--- src/inc/fan_ctrl_pkg.sv ---
// Shared constants and types for the fan ramp and boost control block.
// Assumes a single 20 MHz clock and a byte-wide register port.
package fan_ctrl_pkg;

  // Register offsets on the byte-wide register port
  localparam logic [7:0] ADDR_SMART_TACH_CTRL = 8'h00_BD;
  localparam logic [7:0] ADDR_THRESHOLD_SEL = 8'h00_BE;
  localparam logic [7:0] ADDR_RAMP_INTERVAL = 8'h00_BF;
  localparam logic [7:0] ADDR_BOOST_HYST12 = 8'h00_C0;

  // Reset values
  localparam logic [7:0] SMART_TACH_RESET = 8'h0000;
  localparam logic [7:0] THRESHOLD_SEL_RESET = 8'h0000;
  localparam logic [7:0] RAMP_INTERVAL_RESET = 8'h0000;
  localparam logic [7:0] BOOST_HYST_RESET = 8'h0000;

  // Writable bit masks; masked-off bits are reserved and read as zero
  localparam logic [7:0] SMART_TACH_WMASK = 8'h003F;
  localparam logic [7:0] THRESHOLD_SEL_WMASK = 8'h00F3;

  // Field positions
  localparam int TACH_EN_LSB = 0;
  localparam int GP_LVL_LSB = 4;
  localparam int VID_LVL_LSB = 0;
  localparam int REG_RAMP_LSB = 0;
  localparam int CPU_RAMP_LSB = 4;
  localparam int ZONE_HYST_W = 4;

  // Timing: ramp interval is code times 50 ms
  localparam int CLK_HZ = 20_000_000;
  localparam int MS_PER_SEC = 1000;
  localparam int CYCLES_PER_MS = CLK_HZ / MS_PER_SEC;
  localparam logic [9:0] RAMP_STEP_MS = 10'h0032;

  // Duty values and step size
  localparam logic [7:0] DUTY_FULL = 8'h00FF;
  localparam logic [7:0] DUTY_OFF = 8'h0000;
  localparam logic [7:0] DUTY_STEP = 8'h0010;

  // Ramp stepper states
  typedef enum logic [1:0] {RAMP_IDLE, RAMP_UP, RAMP_DOWN} ramp_state_t;

  // Duty values for the two PWM outputs
  typedef struct packed {
    logic [7:0] pwm2;
    logic [7:0] pwm1;
  } pwm_pair_t;

endpackage

--- src/logic/fan_boost_ramp.sv ---
// Fan PWM override logic: hot input ramps, zone boost hysteresis,
// smart tach enables and input threshold selects, with their registers.
// Assumes a byte register port from the management bus front end and
// zone temperatures and limits from logic on the same clock.
//
// Function
// - Low four control bits enable tach smart mode
// - Threshold register selects lower input levels
// - Bits 3:0 pace regulator hot ramp
// - Bits 7:4 pace processor hot ramp
// - Interval is code times 50 ms
// - Code zero gives full duty at once
// - Hysteresis register: zone1 low, zone2 high
// - Boost holds full duty until below hysteresis
// - Hysteresis is unsigned 0 to 15 degrees
module fan_boost_ramp
  import fan_ctrl_pkg::*;
#(
  parameter int MS_CYCLES = CYCLES_PER_MS // Clock cycles per millisecond
) (
  input wire logic clk_i,
  input wire logic resetn_i,
  input wire logic ce_i,
  input wire logic [7:0] reg_addr_i,
  input wire logic reg_wr_i,
  input wire logic reg_rd_i,
  input wire logic [7:0] reg_wdata_i,
  input wire logic [1:0] regulator_overtemp_input_n_i,
  input wire logic [1:0] cpu_overtemp_input_n_i,
  input wire logic [1:0][7:0] zone_temp_i,
  input wire logic [1:0][7:0] zone_boost_limit_i,
  input wire pwm_pair_t base_duty_i,
  output logic [7:0] reg_rdata_o,
  output pwm_pair_t pwm_duty_o,
  output logic [3:0] tach_smart_enable_o,
  output logic [3:0] gp_input_low_threshold_o,
  output logic [1:0] cpu_vid_low_threshold_o
);

  localparam int MS_W = $clog2(MS_CYCLES + 1);

  // Register file
  logic [7:0] smart_tach_reg; // Smart tach enables and resolution bits
  logic [7:0] threshold_sel_reg; // Input level selects
  logic [7:0] ramp_interval_reg; // Both ramp interval codes
  logic [7:0] boost_hyst_reg; // Zone 1 and 2 boost hysteresis

  // Decode of the register port
  wire wr_en = ce_i && reg_wr_i;
  wire wr_tach = wr_en && (reg_addr_i == ADDR_SMART_TACH_CTRL);
  wire wr_thr = wr_en && (reg_addr_i == ADDR_THRESHOLD_SEL);
  wire wr_ramp = wr_en && (reg_addr_i == ADDR_RAMP_INTERVAL);
  wire wr_hyst = wr_en && (reg_addr_i == ADDR_BOOST_HYST12);

  // Read multiplexer; unmapped offsets read as zero
  logic [7:0] rdata_sel;
  assign rdata_sel =
    (reg_addr_i == ADDR_SMART_TACH_CTRL) ? smart_tach_reg :
    (reg_addr_i == ADDR_THRESHOLD_SEL) ? threshold_sel_reg :
    (reg_addr_i == ADDR_RAMP_INTERVAL) ? ramp_interval_reg :
    (reg_addr_i == ADDR_BOOST_HYST12) ? boost_hyst_reg : 8'h0000;

  // Register writes; reserved bits are masked so they stay zero
  always_ff @(posedge clk_i) begin
    if (!resetn_i) begin
      smart_tach_reg <= SMART_TACH_RESET;
      threshold_sel_reg <= THRESHOLD_SEL_RESET;
      ramp_interval_reg <= RAMP_INTERVAL_RESET;
      boost_hyst_reg <= BOOST_HYST_RESET;
    end else begin
      if (wr_tach) begin
        smart_tach_reg <= reg_wdata_i & SMART_TACH_WMASK;
      end
      if (wr_thr) begin
        threshold_sel_reg <= reg_wdata_i & THRESHOLD_SEL_WMASK;
      end
      if (wr_ramp) begin
        ramp_interval_reg <= reg_wdata_i;
      end
      if (wr_hyst) begin
        boost_hyst_reg <= reg_wdata_i;
      end
    end
  end

  // Read data is registered; holds between reads
  always_ff @(posedge clk_i) begin
    if (!resetn_i) begin
      reg_rdata_o <= 8'h0000;
    end else if (ce_i && reg_rd_i) begin
      reg_rdata_o <= rdata_sel;
    end
  end

  // Configuration outputs come straight from the register flops.
  // Software alone must keep smart tach off at 22.5 kHz and set the
  // tach binding first; nothing here checks that combination.
  assign tach_smart_enable_o = smart_tach_reg[TACH_EN_LSB +: 4];
  assign gp_input_low_threshold_o =
    threshold_sel_reg[GP_LVL_LSB +: 4];
  assign cpu_vid_low_threshold_o =
    threshold_sel_reg[VID_LVL_LSB +: 2];

  // Two-stage synchronisers for the asynchronous hot pins
  logic [3:0] hot_meta_reg, hot_sync_reg;
  always_ff @(posedge clk_i) begin
    if (!resetn_i) begin
      hot_meta_reg <= 4'h000F;
      hot_sync_reg <= 4'h000F;
    end else if (ce_i) begin
      hot_meta_reg <= {cpu_overtemp_input_n_i,
                       regulator_overtemp_input_n_i};
      hot_sync_reg <= hot_meta_reg;
    end
  end

  // Either pin of a pair asserts that group's ramp (pins are active low)
  wire regulator_hot = ~&hot_sync_reg[1:0];
  wire cpu_hot = ~&hot_sync_reg[3:2];

  // Millisecond tick; a pulse keeps both ramp timers cheap
  logic [MS_W-1:0] ms_div_reg;
  logic ms_tick_reg;
  wire ms_wrap = (ms_div_reg == MS_W'(MS_CYCLES - 1));
  always_ff @(posedge clk_i) begin
    if (!resetn_i) begin
      ms_div_reg <= '0;
      ms_tick_reg <= 1'b0;
    end else if (ce_i) begin
      ms_div_reg <= ms_wrap ? '0 : ms_div_reg + MS_W'(1);
      ms_tick_reg <= ms_wrap;
    end
  end

  // Ramp interval codes for each group of hot inputs
  wire [3:0] regulator_hot_step_interval =
    ramp_interval_reg[REG_RAMP_LSB +: 4];
  wire [3:0] cpu_hot_step_interval =
    ramp_interval_reg[CPU_RAMP_LSB +: 4];

  logic [7:0] reg_ramp_duty, cpu_ramp_duty;

  ramp_stepper u_regulator_ramp (
    .clk_i(clk_i),
    .resetn_i(resetn_i),
    .ce_i(ce_i),
    .ms_tick_i(ms_tick_reg),
    .hot_i(regulator_hot),
    .code_i(regulator_hot_step_interval),
    .duty_o(reg_ramp_duty)
  );

  ramp_stepper u_cpu_ramp (
    .clk_i(clk_i),
    .resetn_i(resetn_i),
    .ce_i(ce_i),
    .ms_tick_i(ms_tick_reg),
    .hot_i(cpu_hot),
    .code_i(cpu_hot_step_interval),
    .duty_o(cpu_ramp_duty)
  );

  // Boost latch per zone with unsigned hysteresis in whole degrees
  logic [1:0] boost_reg;
  logic [1:0] boost_set, boost_clr;
  genvar z;
  generate
    for (z = 0; z < 2; z++) begin : g_zone
      wire [ZONE_HYST_W-1:0] hyst =
        boost_hyst_reg[z*ZONE_HYST_W +: ZONE_HYST_W];
      assign boost_set[z] = zone_temp_i[z] > zone_boost_limit_i[z];
      // Wide sum: limit minus temp must exceed hyst, no wrap
      assign boost_clr[z] = ({1'b0, zone_temp_i[z]} + 9'(hyst)) <
                            {1'b0, zone_boost_limit_i[z]};
      always_ff @(posedge clk_i) begin
        if (!resetn_i) begin
          boost_reg[z] <= 1'b0;
        end else if (ce_i) begin
          if (boost_set[z]) begin
            boost_reg[z] <= 1'b1;
          end else if (boost_clr[z]) begin
            boost_reg[z] <= 1'b0;
          end
        end
      end
    end
  endgenerate

  // Highest demand wins on each output
  function automatic logic [7:0] max3(input logic [7:0] a,
                                      input logic [7:0] b,
                                      input logic [7:0] c);
    logic [7:0] m;
    m = (a > b) ? a : b;
    max3 = (m > c) ? m : c;
  endfunction

  wire boost_any = |boost_reg;
  pwm_pair_t duty_next;
  assign duty_next.pwm1 = boost_any ? DUTY_FULL :
    max3(base_duty_i.pwm1, reg_ramp_duty, cpu_ramp_duty);
  assign duty_next.pwm2 = boost_any ? DUTY_FULL :
    max3(base_duty_i.pwm2, reg_ramp_duty, cpu_ramp_duty);

  // Output duty register
  always_ff @(posedge clk_i) begin
    if (!resetn_i) begin
      pwm_duty_o <= '0;
    end else if (ce_i) begin
      pwm_duty_o <= duty_next;
    end
  end

  chk_tach_enable_wr: assert property (@(posedge clk_i)
    disable iff (!resetn_i)
    wr_tach |=> tach_smart_enable_o == $past(reg_wdata_i[3:0]))
    else $error("smart tach enables differ from write");

  chk_level_select_wr: assert property (@(posedge clk_i)
    disable iff (!resetn_i)
    wr_thr |=> gp_input_low_threshold_o == $past(reg_wdata_i[7:4]) &&
    cpu_vid_low_threshold_o == $past(reg_wdata_i[1:0]) &&
    threshold_sel_reg[3:2] == 2'h0)
    else $error("threshold selects differ from write");

  chk_reg_ramp_field: assert property (@(posedge clk_i)
    disable iff (!resetn_i)
    wr_ramp |=> regulator_hot_step_interval == $past(reg_wdata_i[3:0]))
    else $error("regulator ramp code not from bits 3:0");

  chk_cpu_ramp_field: assert property (@(posedge clk_i)
    disable iff (!resetn_i)
    wr_ramp |=> cpu_hot_step_interval == $past(reg_wdata_i[7:4]))
    else $error("processor ramp code not from bits 7:4");

  chk_hyst_fields: assert property (@(posedge clk_i)
    disable iff (!resetn_i)
    wr_hyst |=> g_zone[0].hyst == $past(reg_wdata_i[3:0]) &&
    g_zone[1].hyst == $past(reg_wdata_i[7:4]))
    else $error("hysteresis fields misplaced");

  chk_boost_full_duty: assert property (@(posedge clk_i)
    disable iff (!resetn_i)
    ce_i && boost_any |=> pwm_duty_o.pwm1 == DUTY_FULL &&
    pwm_duty_o.pwm2 == DUTY_FULL)
    else $error("boost active without full duty");

  chk_boost_hold_band: assert property (@(posedge clk_i)
    disable iff (!resetn_i)
    ce_i && boost_reg[0] && zone_boost_limit_i[0] - zone_temp_i[0] <=
    8'(g_zone[0].hyst) && zone_temp_i[0] <= zone_boost_limit_i[0]
    |=> boost_reg[0])
    else $error("zone 1 boost released inside hysteresis");

  chk_boost_release: assert property (@(posedge clk_i)
    disable iff (!resetn_i)
    ce_i && !boost_set[1] && boost_clr[1] |=> !boost_reg[1])
    else $error("zone 2 boost not released below hysteresis");

  cov_boost_enter: cover property (@(posedge clk_i) disable iff (!resetn_i)
    !boost_reg[0] ##1 boost_reg[0]);

  cov_boost_exit: cover property (@(posedge clk_i) disable iff (!resetn_i)
    boost_reg[1] ##1 !boost_reg[1]);

  cov_both_hot: cover property (@(posedge clk_i) disable iff (!resetn_i)
    regulator_hot && cpu_hot);

endmodule

--- src/logic/ramp_stepper.sv ---
// Duty ramp for one group of hot inputs.
// Assumes ms_tick_i is a one-cycle pulse once per millisecond, same clock.
module ramp_stepper
  import fan_ctrl_pkg::*;
(
  input wire logic clk_i,
  input wire logic resetn_i,
  input wire logic ce_i,
  input wire logic ms_tick_i,
  input wire logic hot_i,
  input wire logic [3:0] code_i,
  output logic [7:0] duty_o
);

  ramp_state_t state_reg, state_next; // Ramp direction
  logic [9:0] ms_cnt_reg, ms_cnt_next; // Milliseconds since last step
  logic [7:0] duty_reg, duty_next; // Present override duty
  wire [9:0] interval_ms; // Step interval in ms
  wire elapse; // Interval has run out this cycle
  wire code_zero; // Immediate mode
  wire [8:0] duty_up; // Wide sum to catch overflow
  wire [7:0] duty_up_sat;
  wire [7:0] duty_dn_sat;

  // Linear code to time map, 50 ms per code step
  assign interval_ms = 10'(code_i * RAMP_STEP_MS);
  assign code_zero = (code_i == 4'h0000);
  // Use >= so a shortened interval written mid-ramp cannot stall
  assign elapse = ms_tick_i && !code_zero &&
                  (ms_cnt_reg >= interval_ms - 10'h0001);
  assign duty_up = {1'b0, duty_reg} + {1'b0, DUTY_STEP};
  assign duty_up_sat = duty_up[8] ? DUTY_FULL : duty_up[7:0];
  assign duty_dn_sat = (duty_reg > DUTY_STEP) ? duty_reg - DUTY_STEP
                                              : DUTY_OFF;

  // Next-state logic of the stepper
  always_comb begin
    state_next = state_reg;
    duty_next = duty_reg;
    ms_cnt_next = ms_tick_i ? ms_cnt_reg + 10'h0001 : ms_cnt_reg;
    if (hot_i && code_zero) begin
      // Zero interval: straight to full duty
      state_next = RAMP_UP;
      duty_next = DUTY_FULL;
      ms_cnt_next = 10'h0000;
    end else if (hot_i) begin
      state_next = RAMP_UP;
      if (elapse) begin
        duty_next = duty_up_sat;
        ms_cnt_next = 10'h0000;
      end
    end else begin
      case (state_reg)
        RAMP_UP, RAMP_DOWN: begin
          state_next = RAMP_DOWN;
          if (duty_reg == DUTY_OFF) begin
            state_next = RAMP_IDLE;
          end else if (code_zero) begin
            // No ramp time, so release at once too
            duty_next = DUTY_OFF;
          end else if (elapse) begin
            duty_next = duty_dn_sat;
            ms_cnt_next = 10'h0000;
          end
        end
        RAMP_IDLE: begin
          ms_cnt_next = 10'h0000;
          duty_next = DUTY_OFF;
        end
        default: begin
          state_next = RAMP_IDLE;
        end
      endcase
    end
  end

  // State registers, frozen while the clock enable is low
  always_ff @(posedge clk_i) begin
    if (!resetn_i) begin
      state_reg <= RAMP_IDLE;
      ms_cnt_reg <= 10'h0000;
      duty_reg <= DUTY_OFF;
    end else if (ce_i) begin
      state_reg <= state_next;
      ms_cnt_reg <= ms_cnt_next;
      duty_reg <= duty_next;
    end
  end

  assign duty_o = duty_reg;

  chk_zero_full: assert property (
    @(posedge clk_i) disable iff (!resetn_i)
    ce_i && hot_i && code_zero |=> duty_reg == DUTY_FULL)
    else $error("zero interval did not give full duty");

  chk_step_up: assert property (
    @(posedge clk_i) disable iff (!resetn_i)
    ce_i && hot_i && elapse |=> duty_reg == $past(duty_up_sat))
    else $error("ramp did not step up on interval");

  chk_no_early_step: assert property (@(posedge clk_i)
    disable iff (!resetn_i)
    ce_i && hot_i && !code_zero && !ms_tick_i
    |=> duty_reg == $past(duty_reg))
    else $error("duty moved between interval ticks");

  chk_interval_len: assert property (@(posedge clk_i)
    disable iff (!resetn_i)
    elapse |-> ms_cnt_reg + 10'h0001 >= 10'(code_i * 10'h0032))
    else $error("ramp step came before its interval");

  cov_ramp_full: cover property (@(posedge clk_i) disable iff (!resetn_i)
    hot_i && !code_zero && duty_reg == DUTY_FULL);

  cov_ramp_down: cover property (@(posedge clk_i) disable iff (!resetn_i)
    state_reg == RAMP_DOWN && elapse);

endmodule

--- config.mk ---
export PLATFORM = sky130hd
export DESIGN_NAME = fan_boost_ramp
export DESIGN_NICKNAME = d
export VERILOG_FILES = /design/src/inc/fan_ctrl_pkg.sv /design/src/logic/fan_boost_ramp.sv /design/src/logic/ramp_stepper.sv
export SDC_FILE = /design/constraint.sdc
export NUM_CORES = 1
export LEC_CHECK = 0
export BUFFER_PORTS_ARGS = -buffer_cell sky130_fd_sc_hd__buf_2
export CAP_MARGIN = 40
export CORE_ASPECT_RATIO = 1.75
export CORE_MARGIN = 1
export CORE_UTILIZATION = 50
export CTS_CLUSTER_SIZE = 40
export DETAILED_ROUTE_END_ITERATION = 8
export GPL_TIMING_DRIVEN = 0
export PLACE_DENSITY = 0.79
export SLEW_MARGIN = 20
export SYNTH_ARGS = -nofsm -noshare
export SYNTH_HDL_FRONTEND = slang
export SYNTH_SLANG_ARGS = --single-unit
--- constraint.sdc ---
create_clock -name clk_i -period 3.45 [get_ports clk_i]
set_input_delay 0 -clock clk_i [delete_from_list [all_inputs] [get_ports clk_i]]
set_output_delay 0 -clock clk_i [all_outputs]
set_load 0.01 [all_outputs]
==> Yosys cells after proc, flatten, opt, wreduce, memory -nomap -nowiden <==
Cells that the tools add are included.
{ "word_totals": {"regBits": 118, "in_bits": 73, "output_inout_bits": 34} }
{ "op_classes": {"n_addsub": 11, "mul": 2, "n_lt_le_gt_ge": 12, "n_eq_ne": 17, "muxes": 55, "reduce_logical": 37} }
{ "op_table": {"columns": ["operator", "count"], "rows": [
  ["2-to-1 mux 8 bit", 26],
  ["2-to-1 mux 10 bit", 12],
  ["> comparator 8 bit", 6],
  ["one-hot mux 10 bit (2 select lines)", 2],
  ["== test 8 bit (second input constant)", 4],
  ["one-hot mux 8 bit (2 select lines)", 2],
  ["adder 10 x 1 -> 10 bit (second input constant)", 2],
  [">= comparator 10 bit", 2],
  ["subtractor 10 x 1 -> 10 bit (second input constant)", 2],
  ["adder 8 x 4 -> 9 bit", 2],
  ["adder 8 x 5 -> 9 bit (second input constant)", 2],
  ["< comparator 9 x 8 -> 1 bit", 2],
  ["multiplier 4 x 5 -> 9 bit (second input constant)", 2],
  ["> comparator 8 x 5 -> 1 bit (second input constant)", 2],
  ["zero test 8 bit", 2],
  ["subtractor 8 x 5 -> 8 bit (second input constant)", 2],
  ["adder 15 x 1 -> 15 bit (second input constant)", 1],
  ["== test 15 bit (second input constant)", 1],
  ["2-to-1 mux 15 bit", 1],
  ["logical AND 1 bit", 12],
  ["2-to-1 mux 2 bit", 6],
  ["AND reduction 2 bit", 6],
  ["inequality test 5 x 1 -> 1 bit (second input constant)", 2],
  ["AND reduction 5 bit", 2],
  ["other kinds (13)", 31]
]} }

==> Logic depth before layout (Yosys ltp) <==
{ "depth": {"word_depth": 10, "ltp_mapped": 17, "mapped_depth_nobuf": 15} }

==> Modules after synthesis <==
A second synthesis with hierarchy kept.
{ "unflattened": {"cells_unflattened": 1002, "area_unflattened_um2": 8692.1} }
{ "by_module_without_submodules": {"columns": ["module", "instances", "cells_per_inst", "area_per_inst_um2", "seq_area_each_um2"], "rows": [
  ["fan_boost_ramp", 1, 586, 5276.3, 1561.5],
  ["ramp_stepper", 2, 208, 1707.9, 340.3]
]} }

==> Worst setup path before layout <==
OpenSTA, ideal clock, no wires.
{ "synth_timing": {"kind": "reg-to-reg", "from": "reg ramp_interval_reg[0]", "to": "reg u_regulator_ramp.ms_cnt_reg[7]", "setup_time_ns": 0.062, "arrival_time_ns": 3.660, "required_ns": 3.388, "slack_ns": -0.273, "stages_incl_launch_ff": 15, "path_buffers": 0, "period_less_slack_ns": 3.723, "cell_sequence": "dfxtp_1 > inv_1 > ha_1 > ha_1 > fa_1 > nor4_1 > nand3_1 > xnor2_1 > ha_1 > a21oi_1 > o22ai_1 > a21o_1 > a2111o_1 > or3_1 > nand3_1"} }
{ "synth_via": {"elab_chain_len": 10} }
{ "synth_rtl": {"columns": ["item", "line_no", "rtl"], "rows": [
  ["start, declared", "fan_boost_ramp.sv:45", "logic [7:0] ramp_interval_reg;"],
  ["start signal, assigned", "fan_boost_ramp.sv:78", "ramp_interval_reg <= reg_wdata_i;"],
  ["multiplier 4 x 5 -> 9 bit or zero test 4 bit (tied branches)", "ramp_stepper.sv:26, ramp_stepper.sv:27", null],
  ["subtractor 10 x 1 -> 10 bit or zero test 1 bit (tied branches)", "ramp_stepper.sv:30, ramp_stepper.sv:29", null],
  [">= comparator 10 bit or logical AND 1 bit (tied branches)", "ramp_stepper.sv:30, ramp_stepper.sv:29", null],
  ["logical AND 1 bit", "ramp_stepper.sv:29", "assign elapse = ms_tick_i && !code_zero &&"],
  ["2-to-1 mux 10 bit", "ramp_stepper.sv:48, ramp_stepper.sv:61", null],
  ["2-to-1 mux 10 bit", "ramp_stepper.sv:58", "end else if (code_zero) begin"],
  ["2-to-1 mux 10 bit", "ramp_stepper.sv:56", "if (duty_reg == DUTY_OFF) begin"],
  ["one-hot mux 10 bit (2 select lines)", "ramp_stepper.sv:53", "case (state_reg)"],
  ["2-to-1 mux 10 bit", "ramp_stepper.sv:46", "end else if (hot_i) begin"],
  ["2-to-1 mux 10 bit (*)", "ramp_stepper.sv:41", "if (hot_i && code_zero) begin"],
  ["end signal, assigned", "ramp_stepper.sv:85", "ms_cnt_reg <= ms_cnt_next;"],
  ["end, declared", "ramp_stepper.sv:16", "logic [9:0] ms_cnt_reg, ms_cnt_next;"]
]} }
Mark *: on every way between the ends. The rest lies on a longest branch, timed or not.
A chain may end at the register's enable or synchronous reset.

==> Worst setup path in the final report <==
{ "layout_timing": {"from": "reg u_regulator_ramp.duty_reg[2] (netlist: u_regulator_ramp.duty_o[2])", "to": "reg pwm_duty_o[9] (netlist bit)"} }
{ "layout_via": {"elab_chain_len": 5} }
{ "layout_rtl": {"columns": ["item", "line_no", "rtl"], "rows": [
  ["start, declared", "ramp_stepper.sv:17", "logic [7:0] duty_reg, duty_next;"],
  ["start signal, assigned", "ramp_stepper.sv:86", "duty_reg <= duty_next;"],
  ["> comparator 8 bit", "fan_boost_ramp.sv:194", "m = (a > b) ? a : b;"],
  ["2-to-1 mux 8 bit (*)", "fan_boost_ramp.sv:194", null],
  ["> comparator 8 bit", "fan_boost_ramp.sv:195", "max3 = (m > c) ? m : c;"],
  ["2-to-1 mux 8 bit (*)", "fan_boost_ramp.sv:195", null],
  ["2-to-1 mux 8 bit (*)", "fan_boost_ramp.sv:202", "assign duty_next.pwm2 = boost_any ? DUTY_FULL :"],
  ["end signal, assigned", "fan_boost_ramp.sv:210", "pwm_duty_o <= duty_next;"],
  ["end, declared", "fan_boost_ramp.sv:34", "output pwm_pair_t pwm_duty_o,"]
]} }
Marks and branches as above.

==> flow_summary.yaml <==
clocking:
  root_buffer: "clkbuf_16"
  cts.sinks: 112
  clk_pin_slew_ps: 80
  clk_latency_ps: 370
  cts_buffers: 9
  clk_path_buf_depth: 2
  cts_tree: "done"
  htreeDepth: 3
setup_path:
  critPathTopFamily: "compound AO/OA/AOI/OAI gates"
  setup.worst_path.start: "u_regulator_ramp.duty_o[2]"
  worst_path_max_delay_cell: "dfxtp_4"
  r2r-start: "u_regulator_ramp.duty_o[2]"
  startpoint_type: "flop"
  cp_data_arrival_time_ps: 3990
  cp_data_required_time_ps: 3710
  criticalPathCategory: "reg2reg"
  end_kind: "flop"
  path_buf_inv: 4
  path_max_fanout: 8
  r2r_end: "pwm_duty_o[9]"
  worstRegToRegCells: 16
  max_stage_delay_ps: 400
  rrSetupSlack_ps: -290
  worstPathCellList: "clkinvlp_4, ha_4, nor2b_1, o211ai_1, a21oi_2, o21ai_4, buf_6, buf_6, mux2i_4, inv_2, ha_4, o211ai_1, a21oi_2, o22a_2, and3_4, a211oi_2"
cells_and_area:
  nFillCells: 1201
  fin_area_um2: 11000
  final_util_pct: 67.0
  layout-drive-gt1-share_pct: 29.0
  seq_area_um2: 2280
  fin_nets: 1351
  multi_input_area_um2: 6620
  largest_reg_flops: 16
  antenna-diode-count: 0
  area_delta_synth_final_pct: 31.6
run_status:
  violations: "negative setup slack"
  status: "finished with violations"
grt:
  grt_overflow_total: 0
  grt_pass1_vias: 8068
  grt_max_degree: 20
  grt_util_all_layers_pct: 27.2
  antenna_found_initial: 0
  grt_pass1_wl_um: 37200
min_path:
  min_from: "base_duty_i[14]"
  hp-class: "in2reg"
  min_to: "pwm_duty_o[14]"
  whs_path_depth: 3
detailed_routing:
  firstDrtPassIters: 5
  first_iter_violations: 495
  drc_errors: 0
  vias_per_cell: 5.97
  finalWirelength_um: 26000
  antenna_left: 0
  wire_per_inst_um: 19.0
  num_vias: 8199
floorplanning:
  initial_core_util_pct: 50.9
  die_h_um: 173
  core_um2: 16400
  die_area_um2: 17200
  die_w_um: 99.6
  io_pins: 107
  core.rowCount: 62
timing:
  period_needed_ps: 3740
  hold_viol: 0
  worst_slack_ps: -290
  fmax_mhz: 267
  max_slew_margin_pct: 32.4
  rsz0062_at_grt: "yes"
  clock_skew_ps: 11.5
  setup_viol: 38
  slew_violations: 0
  timing.hold.ws_ps: 62.9
  tightest_slew_ps: 1010
  fin_setup_tns_ps: -5700
  period_share_pct: 108
synth:
  syn_nets: 1179
  dominantRegCellSynth: "dfxtp_1"
  synth_cell_types: 70
  synth.yosys.seq_area_share_pct: 26.9
  yosys_warnings: 0
  avgSynthCellArea_um2: 8.56
  synthArstFlopShare_pct: 0
  synth_area_um2: 8330
  synth_edf_count: 0
  ys_seq_elements: 112
  syn_inst: 973
pwr:
  power_density_nw_per_um2: 298
  ir_drop_uv: 206
  leakagePower_uw: 0.00484
placement:
  hpwl_um: 17100
  placed_area_um2: 9210
  portBuffers: 106
  pre_cts_ws_ps: -459
  gp_congestion: 0.851
job:
  max-cap-violations: 0
## cells in the mapped netlist, drive strengths merged, types with 6 or more instances
cell type,instances,area share [%]
mux2i,57,6.8
nor4b,8,1.2
nand3,32,2.1
and3,13,0.98
a211oi,14,1.3
xnor2,26,2.7
a21o,13,1.2
o211ai,6,0.54
nand2,75,3.4
ha,129,19
nor4,7,0.71
o21ai,50,3.0
o22ai,7,0.60
nor2,92,4.1
clkbuf,21,0.95
nor3,8,0.48
xor2,20,2.1
nand2b,8,0.60
a221oi,14,1.5
buf,13,0.99
dfxtp,112,27
nand4,24,1.9
a21oi,55,3.3
or3,8,0.60
inv,66,3.0
and2,7,0.53
nor2b,19,1.4
## cell usage in the layout (no fill, tap or decap), types with 14 or more instances in the layout
cell	count
clkbuf_1	18
o21ai_0	35
buf_4	31
mux2i_1	41
xnor2_1	25
a21oi_1	43
nand2_1	75
nor2b_1	16
buf_6	17
dfxtp_1	99
nand4_1	23
buf_2	111
nor2_1	89
nand3_1	28
ha_1	104
xor2_1	19
inv_1	52
ha_4	24
mux2i_4	14
## report_power, final
part / internal (uW) / switching [uW] / total [uW]
Sequential: 1330 / 34.6 / 1360
Clock: 572 / 535 / 1110
Combinational: 348 / 443 / 791
## metrics by stage
stage	std cells	power, uW
after floorplan	973	1740
after global placement	1303	1920
after detailed placement	1303	1940
after CTS	1358	3090
after global routing	1374	3390
final	1374	3260
## worst max path at each step
stage                                endpoint  cells after the start
4_1_cts        u_regulator_ramp.ms_cnt_reg[4]                     14
3_5_place_dp                    pwm_duty_o[9]                     16
3_3_place_gp                   pwm_duty_o[10]                     16
5_1_grt                        pwm_duty_o[12]                     16
2_1_floorplan  u_regulator_ramp.ms_cnt_reg[7]                     14
6_report                        pwm_duty_o[9]                     16
## area by class of cell
class,count,area share (%)
repair buffers,164,9.84
well taps,224,2.56
clock inverters,7,0.719
plain buffers,30,1.32
flip-flops and latches,112,20.8
multi-input cells,762,60.3
clock buffers,9,2.05
inverters,66,2.37
## per-layer routing
metal / routed length (um) / vias up / GRT usage, %
met5: 0 / - / 0
met4: 2090 / 0 / 20.0
met3: 1630 / 140 / 5.30
met2: 13700 / 316 / 51.8
met1: 8630 / 3872 / 24.6
li1: - / 3871 / -
## repair_timing
item | 4_1_cts | 5_1_grt
setup endpoints to repair | 46 | 46
hold buffers | 12 | 0
setup buffers | 27 | 17
resized for setup | 89 | 110
endpoints found under the hold margin | 32 | 0
cloned | 2 | 0
pin swaps | 47 | 50
## cells by family (layout without fill, tap and decap cells)
| group | count (synthesis) | count (layout) | share of synthesized area [%] |
|---|---|---|---|
| compound gates | 213 | 214 | 17.2 |
| xor+xnor | 46 | 46 | 4.83 |
| fa+ha+maj | 133 | 133 | 20.3 |
| buf+inv | 100 | 276 | 4.91 |
| flops | 112 | 112 | 26.9 |
| mux | 57 | 57 | 6.85 |
| simple gates | 312 | 312 | 19.0 |
## worst register-to-register path, stage by stage, from the launching register on
cell        delay (ps)
dfxtp_4            400
clkinvlp_4         210
ha_4               290
nor2b_1            150
o211ai_1           290
a21oi_2            120
o21ai_4            260
buf_6              190
buf_6              120
mux2i_4            370
inv_2               80
ha_4               270
o211ai_1           110
a21oi_2            150
o22a_2             210
and3_4             310
a211oi_2           100
Note: power is estimated with default switching activity, not from simulation.
